## config.mk

```make
export PLATFORM = sky130hd
export DESIGN_NAME = tcm_readout_top
export DESIGN_NICKNAME = d
export VERILOG_FILES = /design/src/common/tcm_pkg.sv /design/src/common/tcm_store_if.sv /design/src/rtl/tcm_readout_top.sv /design/src/rtl/tcm_chan_store.sv
export VERILOG_INCLUDE_DIRS = /design/src /design/src/common
export SDC_FILE = /design/constraint.sdc
export NUM_CORES = 1
export LEC_CHECK = 0
export BUFFER_PORTS_ARGS = -buffer_cell sky130_fd_sc_hd__buf_2
export CORE_MARGIN = 1.5
export CORE_UTILIZATION = 25
export CTS_BUF_LIST = sky130_fd_sc_hd__clkbuf_2
export DETAILED_ROUTE_END_ITERATION = 6
export PLACE_DENSITY_LB_ADDON = 0.2
export REMOVE_ABC_BUFFERS = 1
export SLEW_MARGIN = 10
export SYNTH_ARGS = -nofsm -noshare
export SYNTH_HDL_FRONTEND = slang
export SYNTH_SLANG_ARGS = --single-unit
```

## constraint.sdc

```tcl
create_clock -name aclk -period 5 [get_ports aclk]
set_clock_uncertainty 0.15 [all_clocks]
set_input_delay 0.25 -clock aclk [delete_from_list [all_inputs] [get_ports aclk]]
set_output_delay 0.25 -clock aclk [all_outputs]
set_load 0.005 [all_outputs]
```

## src/common/tcm_map.svh

```systemverilog
// register map, field positions and reset values of the readout block
`ifndef TCM_MAP_SVH
`define TCM_MAP_SVH

`define TCM_ADDR_W 8
`define TCM_NCH 8
`define TCM_OFF_CHAN_EN 8'h00
`define TCM_OFF_CFG 8'h04
`define TCM_OFF_STATUS 8'h08
`define TCM_OFF_MASK 8'h0c
`define TCM_OFF_PRESENT 8'h10
`define TCM_OFF_SCAN_CNT 8'h14

`define TCM_RST_CHAN_EN 8'hff
`define TCM_RST_CFG 2'h0
`define TCM_RST_STATUS 9'h000
`define TCM_RST_MASK 9'h000

`define TCM_CFG_TWOS 0
`define TCM_CFG_UNIP 1
`define TCM_ST_WRAP 8
`define TCM_SIGN_BIT 15
`define TCM_UNUSED_W 5

`define TCM_RESP_OKAY 2'h0
`define TCM_RESP_SLVERR 2'h2

`endif

```

## src/common/tcm_pkg.sv

```systemverilog
// types shared by the readout block modules
`include "tcm_map.svh"
package tcm_pkg;

   typedef enum logic [0:0] {
      WR_IDLE = 1'b0,
      WR_RESP = 1'b1
   } tcm_wr_e;

   typedef enum logic [0:0] {
      RD_IDLE = 1'b0,
      RD_RESP = 1'b1
   } tcm_rd_e;

   typedef struct packed {
      logic [`TCM_NCH-1:0][15:0] value;
      logic [`TCM_NCH-1:0] neg;
      logic [`TCM_NCH-1:0] open;
      logic [`TCM_NCH-1:0] open_rise;
   } tcm_store_s;

endpackage

```

## src/common/tcm_store_if.sv

```systemverilog
// conversion results in, formatted selected channel out
`timescale 1ns/1ps
interface tcm_store_if;
   logic conv_valid;
   logic [2:0] conv_chan;
   logic [15:0] conv_value;
   logic conv_neg;
   logic [7:0] conv_open;
   logic [2:0] sel_chan;
   logic fmt_twos;
   logic fmt_unip;
   logic [15:0] sel_word;
   logic [7:0] open_flags;
   logic [7:0] open_rise;

   modport top (output conv_valid, conv_chan, conv_value, conv_neg,
      conv_open, sel_chan, fmt_twos, fmt_unip,
      input sel_word, open_flags, open_rise);
   modport store (input conv_valid, conv_chan, conv_value, conv_neg,
      conv_open, sel_chan, fmt_twos, fmt_unip,
      output sel_word, open_flags, open_rise);
endinterface

```

## src/rtl/tcm_readout_top.sv

```systemverilog
// thermocouple channel readout: scan rotation, input words, axi4-lite
`timescale 1ns/1ps
`include "tcm_map.svh"
module tcm_readout_top (
   input wire logic aclk,
   input wire logic aresetn,
   input wire logic ce,
   // controller scan strobe, asynchronous pin
   input wire logic scan_strobe,
   // converter side, same clock
   input wire logic conv_valid,
   input wire logic [2:0] conv_chan,
   input wire logic [15:0] conv_value,
   input wire logic conv_neg,
   input wire logic [7:0] conv_open,
   // discrete input points toward the controller
   output logic [15:0] data_word,
   output logic [15:0] status_word,
   output logic sign_flag_input,
   output logic [2:0] channel_index_inputs,
   output logic irq,
   // axi4-lite slave
   input wire logic [`TCM_ADDR_W-1:0] s_axi_awaddr,
   input wire logic s_axi_awvalid,
   output logic s_axi_awready,
   input wire logic [31:0] s_axi_wdata,
   input wire logic [3:0] s_axi_wstrb,
   input wire logic s_axi_wvalid,
   output logic s_axi_wready,
   output logic [1:0] s_axi_bresp,
   output logic s_axi_bvalid,
   input wire logic s_axi_bready,
   input wire logic [`TCM_ADDR_W-1:0] s_axi_araddr,
   input wire logic s_axi_arvalid,
   output logic s_axi_arready,
   output logic [31:0] s_axi_rdata,
   output logic [1:0] s_axi_rresp,
   output logic s_axi_rvalid,
   input wire logic s_axi_rready
);

   typedef struct packed {
      tcm_pkg::tcm_wr_e wr_st;
      logic aw_have;
      logic w_have;
      logic [`TCM_ADDR_W-1:0] awaddr;
      logic [31:0] wdata;
      logic [3:0] wstrb;
      logic awready;
      logic wready;
      logic bvalid;
      logic [1:0] bresp;
      tcm_pkg::tcm_rd_e rd_st;
      logic arready;
      logic rvalid;
      logic [31:0] rdata;
      logic [1:0] rresp;
      logic [7:0] chan_en;
      logic [1:0] cfg;
      logic [8:0] status;
      logic [8:0] mask;
      logic irq;
      logic sync1;
      logic sync2;
      logic scan_prev;
      logic started;
      logic [2:0] idx;
      logic [15:0] lo_word;
      logic [15:0] hi_word;
      logic [15:0] scan_cnt;
   } tcm_top_s;

   tcm_top_s s_ff;
   tcm_top_s nxt_s;

   tcm_store_if sif();

   tcm_chan_store u_store (
      .aclk(aclk),
      .aresetn(aresetn),
      .ce(ce),
      .sif(sif)
   );

   // first enabled channel at or after start, bit 3 says found
   function automatic logic [3:0] find_from(
      logic [2:0] start,
      logic [7:0] en
   );
      logic [2:0] c;
      logic [3:0] r;
      r = 4'h0;
      for (int i = 7; i >= 0; i--) begin
         c = start + 3'(i);
         if (en[c]) begin
            r = {1'b1, c};
         end
      end
      return r;
   endfunction

   // byte-lane merge of a write into an old register value
   function automatic logic [31:0] merge(
      logic [31:0] old,
      logic [31:0] wd,
      logic [3:0] strb
   );
      logic [31:0] r;
      r = old;
      for (int b = 0; b < 4; b++) begin
         if (strb[b]) begin
            r[b*8 +: 8] = wd[b*8 +: 8];
         end
      end
      return r;
   endfunction

   function automatic logic [31:0] reg_read(
      tcm_top_s s,
      logic [`TCM_ADDR_W-1:0] a
   );
      logic [31:0] r;
      r = 32'h0000_0000;
      if (a == `TCM_OFF_CHAN_EN) begin
         r[7:0] = s.chan_en;
      end else if (a == `TCM_OFF_CFG) begin
         r[1:0] = s.cfg;
      end else if (a == `TCM_OFF_STATUS) begin
         r[8:0] = s.status;
      end else if (a == `TCM_OFF_MASK) begin
         r[8:0] = s.mask;
      end else if (a == `TCM_OFF_PRESENT) begin
         r = {s.hi_word, s.lo_word};
      end else if (a == `TCM_OFF_SCAN_CNT) begin
         r[15:0] = s.scan_cnt;
      end
      return r;
   endfunction

   function automatic logic addr_ok(logic [`TCM_ADDR_W-1:0] a);
      return a == `TCM_OFF_CHAN_EN || a == `TCM_OFF_CFG ||
         a == `TCM_OFF_STATUS || a == `TCM_OFF_MASK ||
         a == `TCM_OFF_PRESENT || a == `TCM_OFF_SCAN_CNT;
   endfunction

   logic scan_edge;
   logic [3:0] pick;
   logic [31:0] wr_val;
   logic [8:0] st_set;
   logic [8:0] st_clr;

   assign scan_edge = s_ff.sync2 & ~s_ff.scan_prev;
   assign sif.conv_valid = conv_valid;
   assign sif.conv_chan = conv_chan;
   assign sif.conv_value = conv_value;
   assign sif.conv_neg = conv_neg;
   assign sif.conv_open = conv_open;
   assign sif.fmt_twos = s_ff.cfg[`TCM_CFG_TWOS];
   assign sif.fmt_unip = s_ff.cfg[`TCM_CFG_UNIP];
   assign sif.sel_chan = pick[2:0];

   // next channel in rotation, skipping disabled ones
   always_comb begin
      if (s_ff.started) begin
         pick = find_from(s_ff.idx + 3'h1, s_ff.chan_en);
      end else begin
         pick = find_from(3'h0, s_ff.chan_en);
      end
   end

   always_comb begin
      nxt_s = s_ff;
      wr_val = 32'h0000_0000;
      st_set = 9'h000;
      st_clr = 9'h000;

      // scan strobe synchroniser, second stage feeds the edge detector
      nxt_s.sync1 = scan_strobe;
      nxt_s.sync2 = s_ff.sync1;
      nxt_s.scan_prev = s_ff.sync2;

      // write address and data taken in either order
      if (s_axi_awvalid && s_ff.awready) begin
         nxt_s.aw_have = 1'b1;
         nxt_s.awaddr = s_axi_awaddr;
      end
      if (s_axi_wvalid && s_ff.wready) begin
         nxt_s.w_have = 1'b1;
         nxt_s.wdata = s_axi_wdata;
         nxt_s.wstrb = s_axi_wstrb;
      end

      case (s_ff.wr_st)
         tcm_pkg::WR_IDLE: begin
            if (s_ff.aw_have && s_ff.w_have) begin
               nxt_s.aw_have = 1'b0;
               nxt_s.w_have = 1'b0;
               nxt_s.bvalid = 1'b1;
               nxt_s.wr_st = tcm_pkg::WR_RESP;
               nxt_s.bresp = addr_ok(s_ff.awaddr) ?
                  `TCM_RESP_OKAY : `TCM_RESP_SLVERR;
               if (s_ff.awaddr == `TCM_OFF_CHAN_EN) begin
                  wr_val = merge({24'h00_0000, s_ff.chan_en},
                     s_ff.wdata, s_ff.wstrb);
                  nxt_s.chan_en = wr_val[7:0];
               end else if (s_ff.awaddr == `TCM_OFF_CFG) begin
                  wr_val = merge({30'h0000_0000, s_ff.cfg},
                     s_ff.wdata, s_ff.wstrb);
                  nxt_s.cfg = wr_val[1:0];
               end else if (s_ff.awaddr == `TCM_OFF_STATUS) begin
                  wr_val = merge(32'h0000_0000, s_ff.wdata, s_ff.wstrb);
                  st_clr = wr_val[8:0];
               end else if (s_ff.awaddr == `TCM_OFF_MASK) begin
                  wr_val = merge({23'h00_0000, s_ff.mask},
                     s_ff.wdata, s_ff.wstrb);
                  nxt_s.mask = wr_val[8:0];
               end
            end
         end
         tcm_pkg::WR_RESP: begin
            if (s_axi_bready) begin
               nxt_s.bvalid = 1'b0;
               nxt_s.wr_st = tcm_pkg::WR_IDLE;
            end
         end
         default: begin
            nxt_s.wr_st = tcm_pkg::WR_IDLE;
         end
      endcase
      nxt_s.awready = (nxt_s.wr_st == tcm_pkg::WR_IDLE) && !nxt_s.aw_have;
      nxt_s.wready = (nxt_s.wr_st == tcm_pkg::WR_IDLE) && !nxt_s.w_have;

      case (s_ff.rd_st)
         tcm_pkg::RD_IDLE: begin
            if (s_axi_arvalid) begin
               nxt_s.rdata = reg_read(s_ff, s_axi_araddr);
               nxt_s.rresp = addr_ok(s_axi_araddr) ?
                  `TCM_RESP_OKAY : `TCM_RESP_SLVERR;
               nxt_s.rvalid = 1'b1;
               nxt_s.arready = 1'b0;
               nxt_s.rd_st = tcm_pkg::RD_RESP;
            end
         end
         tcm_pkg::RD_RESP: begin
            if (s_axi_rready) begin
               nxt_s.rvalid = 1'b0;
               nxt_s.arready = 1'b1;
               nxt_s.rd_st = tcm_pkg::RD_IDLE;
            end
         end
         default: begin
            nxt_s.rd_st = tcm_pkg::RD_IDLE;
         end
      endcase

      // one channel per scan; nothing enabled leaves the words frozen
      if (scan_edge && pick[3]) begin
         nxt_s.started = 1'b1;
         nxt_s.idx = pick[2:0];
         nxt_s.scan_cnt = s_ff.scan_cnt + 16'h0001;
         // all points reload in one edge, never a mixed sample
         nxt_s.lo_word = sif.sel_word;
         nxt_s.hi_word = {sif.open_flags,
            {`TCM_UNUSED_W{1'b0}},
            pick[2:0]};
         if (s_ff.started && pick[2:0] <= s_ff.idx) begin
            st_set[`TCM_ST_WRAP] = 1'b1;
         end
      end
      st_set[7:0] = sif.open_rise;

      // a new event outranks a clear in the same cycle
      nxt_s.status = (s_ff.status & ~st_clr) | st_set;
      nxt_s.irq = |(nxt_s.status & nxt_s.mask);
   end

   always_ff @(posedge aclk) begin
      if (!aresetn) begin
         s_ff <= '0;
         s_ff.wr_st <= tcm_pkg::WR_IDLE;
         s_ff.rd_st <= tcm_pkg::RD_IDLE;
         s_ff.awready <= 1'b1;
         s_ff.wready <= 1'b1;
         s_ff.arready <= 1'b1;
         s_ff.chan_en <= `TCM_RST_CHAN_EN;
         s_ff.cfg <= `TCM_RST_CFG;
         s_ff.status <= `TCM_RST_STATUS;
         s_ff.mask <= `TCM_RST_MASK;
      end else if (ce) begin
         s_ff <= nxt_s;
      end
   end

   assign data_word = s_ff.lo_word;
   assign status_word = s_ff.hi_word;
   assign sign_flag_input = s_ff.lo_word[`TCM_SIGN_BIT];
   assign channel_index_inputs = s_ff.hi_word[2:0];
   assign irq = s_ff.irq;
   assign s_axi_awready = s_ff.awready;
   assign s_axi_wready = s_ff.wready;
   assign s_axi_bresp = s_ff.bresp;
   assign s_axi_bvalid = s_ff.bvalid;
   assign s_axi_arready = s_ff.arready;
   assign s_axi_rdata = s_ff.rdata;
   assign s_axi_rresp = s_ff.rresp;
   assign s_axi_rvalid = s_ff.rvalid;

endmodule

```

## src/rtl/tcm_chan_store.sv

```systemverilog
// per-channel result memory and output word formatting
`timescale 1ns/1ps
`include "tcm_map.svh"
module tcm_chan_store (
   input wire logic aclk,
   input wire logic aresetn,
   input wire logic ce,
   tcm_store_if.store sif
);

   tcm_pkg::tcm_store_s s_ff;
   tcm_pkg::tcm_store_s nxt_s;

   function automatic logic [15:0] fmt_word(
      logic [15:0] v,
      logic neg,
      logic twos,
      logic unip
   );
      logic [15:0] mag;
      mag = {1'b0, v[14:0]};
      if (unip) begin
         fmt_word = v;
      end else if (twos && neg) begin
         fmt_word = 16'h0000 - mag;
      end else begin
         fmt_word = {neg, v[14:0]};
      end
   endfunction

   always_comb begin
      nxt_s = s_ff;
      // converter runs on its own pace; the scan only picks results up
      if (sif.conv_valid) begin
         nxt_s.value[sif.conv_chan] = sif.conv_value;
         nxt_s.neg[sif.conv_chan] = sif.conv_neg;
      end
      nxt_s.open = sif.conv_open;
      nxt_s.open_rise = sif.conv_open & ~s_ff.open;
   end

   always_ff @(posedge aclk) begin
      if (!aresetn) begin
         s_ff <= '0;
      end else if (ce) begin
         s_ff <= nxt_s;
      end
   end

   assign sif.sel_word = fmt_word(s_ff.value[sif.sel_chan],
      s_ff.neg[sif.sel_chan], sif.fmt_twos, sif.fmt_unip);
   assign sif.open_flags = s_ff.open;
   assign sif.open_rise = s_ff.open_rise;

endmodule

```

==> qor.txt <==
Outcome: finished with violations
Failing checks: design-rule violations
Clock share of power: 38.8%
Pwr dens: 247 nW/um2
Leakage Power: 7.39 nW
Vias post-DR: 14143
Area inside the core boundary: 59400 um2
Fill cell total of the finished layout: 6398
Critical path type: flip-flop to flip-flop
DP Area: 16100 um2
Number of placed I/O pins: 168
Antenna Violating Nets Remaining: 0
DR vias/cell: 4.84
Combinational cell fraction of total power: 9.7%
Final slew viol count: 0
Count of different cell masters after synthesis: 83
Number of global-route vias before repair: 13714
Switching component of the power: 1.33 mW
Delay contributed by the slowest stage of the critical path: 480 ps
GP Congestion: 0.862
Final Routed Wirelength: 51900 um
Sort of element at the start of the critical path: flip-flop
Transition time at the pin with the least slew margin: 1210 ps
Maximum operating frequency: 212 MHz
Post-synth EDFFs: 0
Post-route insts no fill: 2925
Design Area, Final: 18500 um2
Initial standard-cell utilization of the core: 25.4%
Antenna violations before repair: 3
Share of synthesized registers carrying an async set or reset: 0%
Nature of the critical path endpoint: flip-flop
Port-buffer cells: 130
Clock transition time at the flip-flop clock pins of the worst setup and hold paths: 100 ps
Clock Sinks: 285
Starting DRT DRC Count: 858
Library cell used as clock root buffer: clkbuf_2
Uppermost metal layer occupied by signal nets: met5
Required arrival time at the worst endpoint: 5780 ps
Count of TritonRoute iterations in the first routing pass: 7
Most common flop cell mapped by yosys: dfxtp_1
Gate count of the mapped netlist: 1869
Dpl cells: 2620
Net count of the finished layout: 2196
Routed length per placed instance: 17.7 um
PnR worst setup slack: 292 ps
Synth-to-Final Area Change: 22.6%
Number of failing hold endpoints at the final stage: 0
Num CTS Buffers: 82
Area of the multi-input gates: 8230 um2
Number of standard-cell rows in the floorplan: 89
Fraction of final layout cells sized beyond drive strength 1: 18.7%
Total setup violations reported at the end of the flow: 0
Sequence of cells on the critical path: inv_1 -> ha_4 -> buf_12 -> mux2_2 -> mux4_2 -> o311a_1 -> a211oi_1 -> o22ai_1 -> nand2b_4 -> buf_4 -> and3_1 -> a211o_1 -> and2_1 -> ha_1 -> inv_2 -> nor2_2 -> a2111o_1 -> a41oi_2
Clock tree from TritonCTS: yes
Sequential fraction of design power: 51.5%
Hold crit path type: input port to flip-flop
Maximum resistive drop on vdd: 0.131 mV
Met1 Routed Length: 24000 um
Total congestion overflow after global routing: 0
H-tree depth reported by CTS: 3
Pint: 3.24 mW
DR WL met3: 3060 um
Headroom to the max-slew limit: 19.6%
Maximum number of pins on one net before global-route repair: 112
Vertical die dimension: 249 um
Cell area after technology mapping: 15100 um2
PnR Total Power: 4.57 mW
Count of maximum capacitance violations: 0
Seq cells post-synth: 285
Sequential Area: 5710 um2
Post-route core utilization: 31.2%
Die X: 249 um
Combined global-route utilization of all metal layers: 16.5%
HPWL reported at the end of detailed placement: 34200 um
Drc violations: 3
Most frequent standard cell in the layout excluding fill and tap cells: nand2_1
Switching portion of total power: 29.0%
Fraction of the cycle the final worst path needs: 94.2%
Number of buffers between clock root and the deepest sink: 3
Routed length on met2: 23600 um
Arrival time worst endpoint: 5490 ps
Portion of the post-synthesis area used by sequential elements: 37.8%
Slowest library cell on the worst path: mux4_2
Shortest clock period the worst path allows after layout: 4710 ps
Clock latency of the later-clocked register in the worst-skew pair: 1000 ps
Count of buffers added by post-CTS timing repair for setup: 0
Unrepaired setup endpoints after global routing: no
Global-route wire length before repair: 80100 um
Total number of yosys warnings: 0
Synthesized area per cell: 8.07 um2
Maximum fanout encountered on the critical timing path: 20
Die ar.: 61800 um2
Worst-case setup slack after placement: 54.0 ps
Commonest non-fill, non-tap cells in the layout: 431 x nand2_1, 285 x dfxtp_1, 228 x a21oi_1
## area by class of cell
class / count / share of cell area, %
Inverter: 22 / 0.487
Clock inverter: 17 / 0.663
Tap cell: 773 / 5.23
Timing Repair Buffer: 350 / 15.1
Sequential cell: 285 / 30.8
Multi-Input combinational cell: 1358 / 44.5
Clock buffer: 119 / 3.22
Antenna cell: 1 / 0.0135
## sequential cells by signal (all words and copies together) (netlist names), 2 cells and up
name                    cells
u_store.s_ff              136
s_ff                       71
s_axi_rdata                27
data_word                  16
status_word                 9
u_store.sif.open_flags      8
u_store.sif.open_rise       8
nxt_s                       2
## cell usage after synthesis, types with 4 or more instances
library cell | count | area share (%)
nand2b_1 | 16 | 0.66
or2_2 | 4 | 0.17
nand2_1 | 431 | 11
a21oi_1 | 228 | 7.6
ha_1 | 7 | 0.58
dfxtp_1 | 285 | 38
a211oi_1 | 7 | 0.35
nor3_1 | 40 | 1.3
xor2_1 | 6 | 0.35
o21ai_0 | 39 | 1.3
o22ai_1 | 16 | 0.66
nor4_1 | 6 | 0.25
nand4_1 | 8 | 0.33
mux2i_1 | 131 | 8.7
o311ai_1 | 4 | 0.23
a22oi_1 | 20 | 1.0
mux4_2 | 15 | 2.2
xnor2_1 | 10 | 0.58
nand3b_1 | 12 | 0.60
buf_4 | 88 | 4.4
clkbuf_2 | 7 | 0.23
and2_1 | 19 | 0.79
clkbuf_1 | 102 | 2.5
nor3b_1 | 4 | 0.20
and3_1 | 12 | 0.50
buf_2 | 6 | 0.20
buf_6 | 7 | 0.52
or3_1 | 7 | 0.29
a22o_1 | 7 | 0.41
nor2_1 | 116 | 2.9
buf_1 | 4 | 0.099
nand3_1 | 39 | 1.3
mux2_2 | 38 | 2.8
a21o_1 | 5 | 0.25
mux2_1 | 8 | 0.60
o221ai_1 | 4 | 0.23
o211ai_1 | 9 | 0.45
a31oi_1 | 12 | 0.50
a221oi_1 | 8 | 0.46
inv_1 | 21 | 0.52
## per-stage QoR
step                      hold WS (ps)  TNS, ps
after floorplan                    162   -28790
after global placement             289        0
after detailed placement           295        0
after CTS                         56.7        0
after global routing               126        0
final                              192        0
## critical path, delay by kind of cell, from the launching register on
family / cells / cell delay, ps
AO/OA/AOI/OAI: 6 / 1530
adder cells (fa/ha/maj): 2 / 560
buffers and inverters: 4 / 610
flip-flops: 1 / 370
multiplexers: 2 / 810
AND/OR/NAND/NOR: 4 / 610
## final timing paths
kind,start,to,slack (ps),cells past startpoint
worst max-delay path,s_ff[48]$_SDFFE_PN0P_,data_word[10]$_SDFFE_PN0P_,290,18
worst min register to register,u_store.s_ff[136]$_SDFFE_PN0P_,u_store.s_ff[136]$_SDFFE_PN0P_,300,2
worst max register to register,s_ff[48]$_SDFFE_PN0P_,data_word[10]$_SDFFE_PN0P_,290,18
worst min-delay path,aresetn,s_ff[62]$_SDFFE_PN0P_,190,4
## timing repair
item,4_1_cts,5_1_grt
hold buffers,168,0
gates resized for setup,0,10
setup endpoints to repair,0,15
endpoints found under the hold margin,278,0
## cell families after synthesis
family / Yosys count / share of synthesized area [%]
adders and majority gates: 7 / 0.581
xor gates and xnor gates: 19 / 1.34
AOI/OAI and AO/OA: 393 / 15.7
DFF: 285 / 37.8
and+or+nand+nor: 733 / 21.3
muxes: 194 / 14.6
buffers and inverters: 237 / 8.62
other: 1 / 0.0249
## metal layers
layer  vias to the layer above  global-route usage, %
li1                       6888                      -
met1                      6712                   21.8
met2                       441                   26.5
met3                        98                   3.54
met4                         4                   5.56
met5                         -                      0
## power by group through the flow
stage | Clock, mW | Sequential (mW) | Combinational (mW)
final | 1.77 | 2.35 | 0.444
after global routing | 1.98 | 2.36 | 0.486
after CTS | 1.85 | 2.35 | 0.444
after detailed placement | 0 | 2.41 | 0.348
after global placement | 0 | 2.40 | 0.345
after floorplan | 0 | 2.39 | 0.184
No activity file was read; power rests on OpenSTA's default activity.
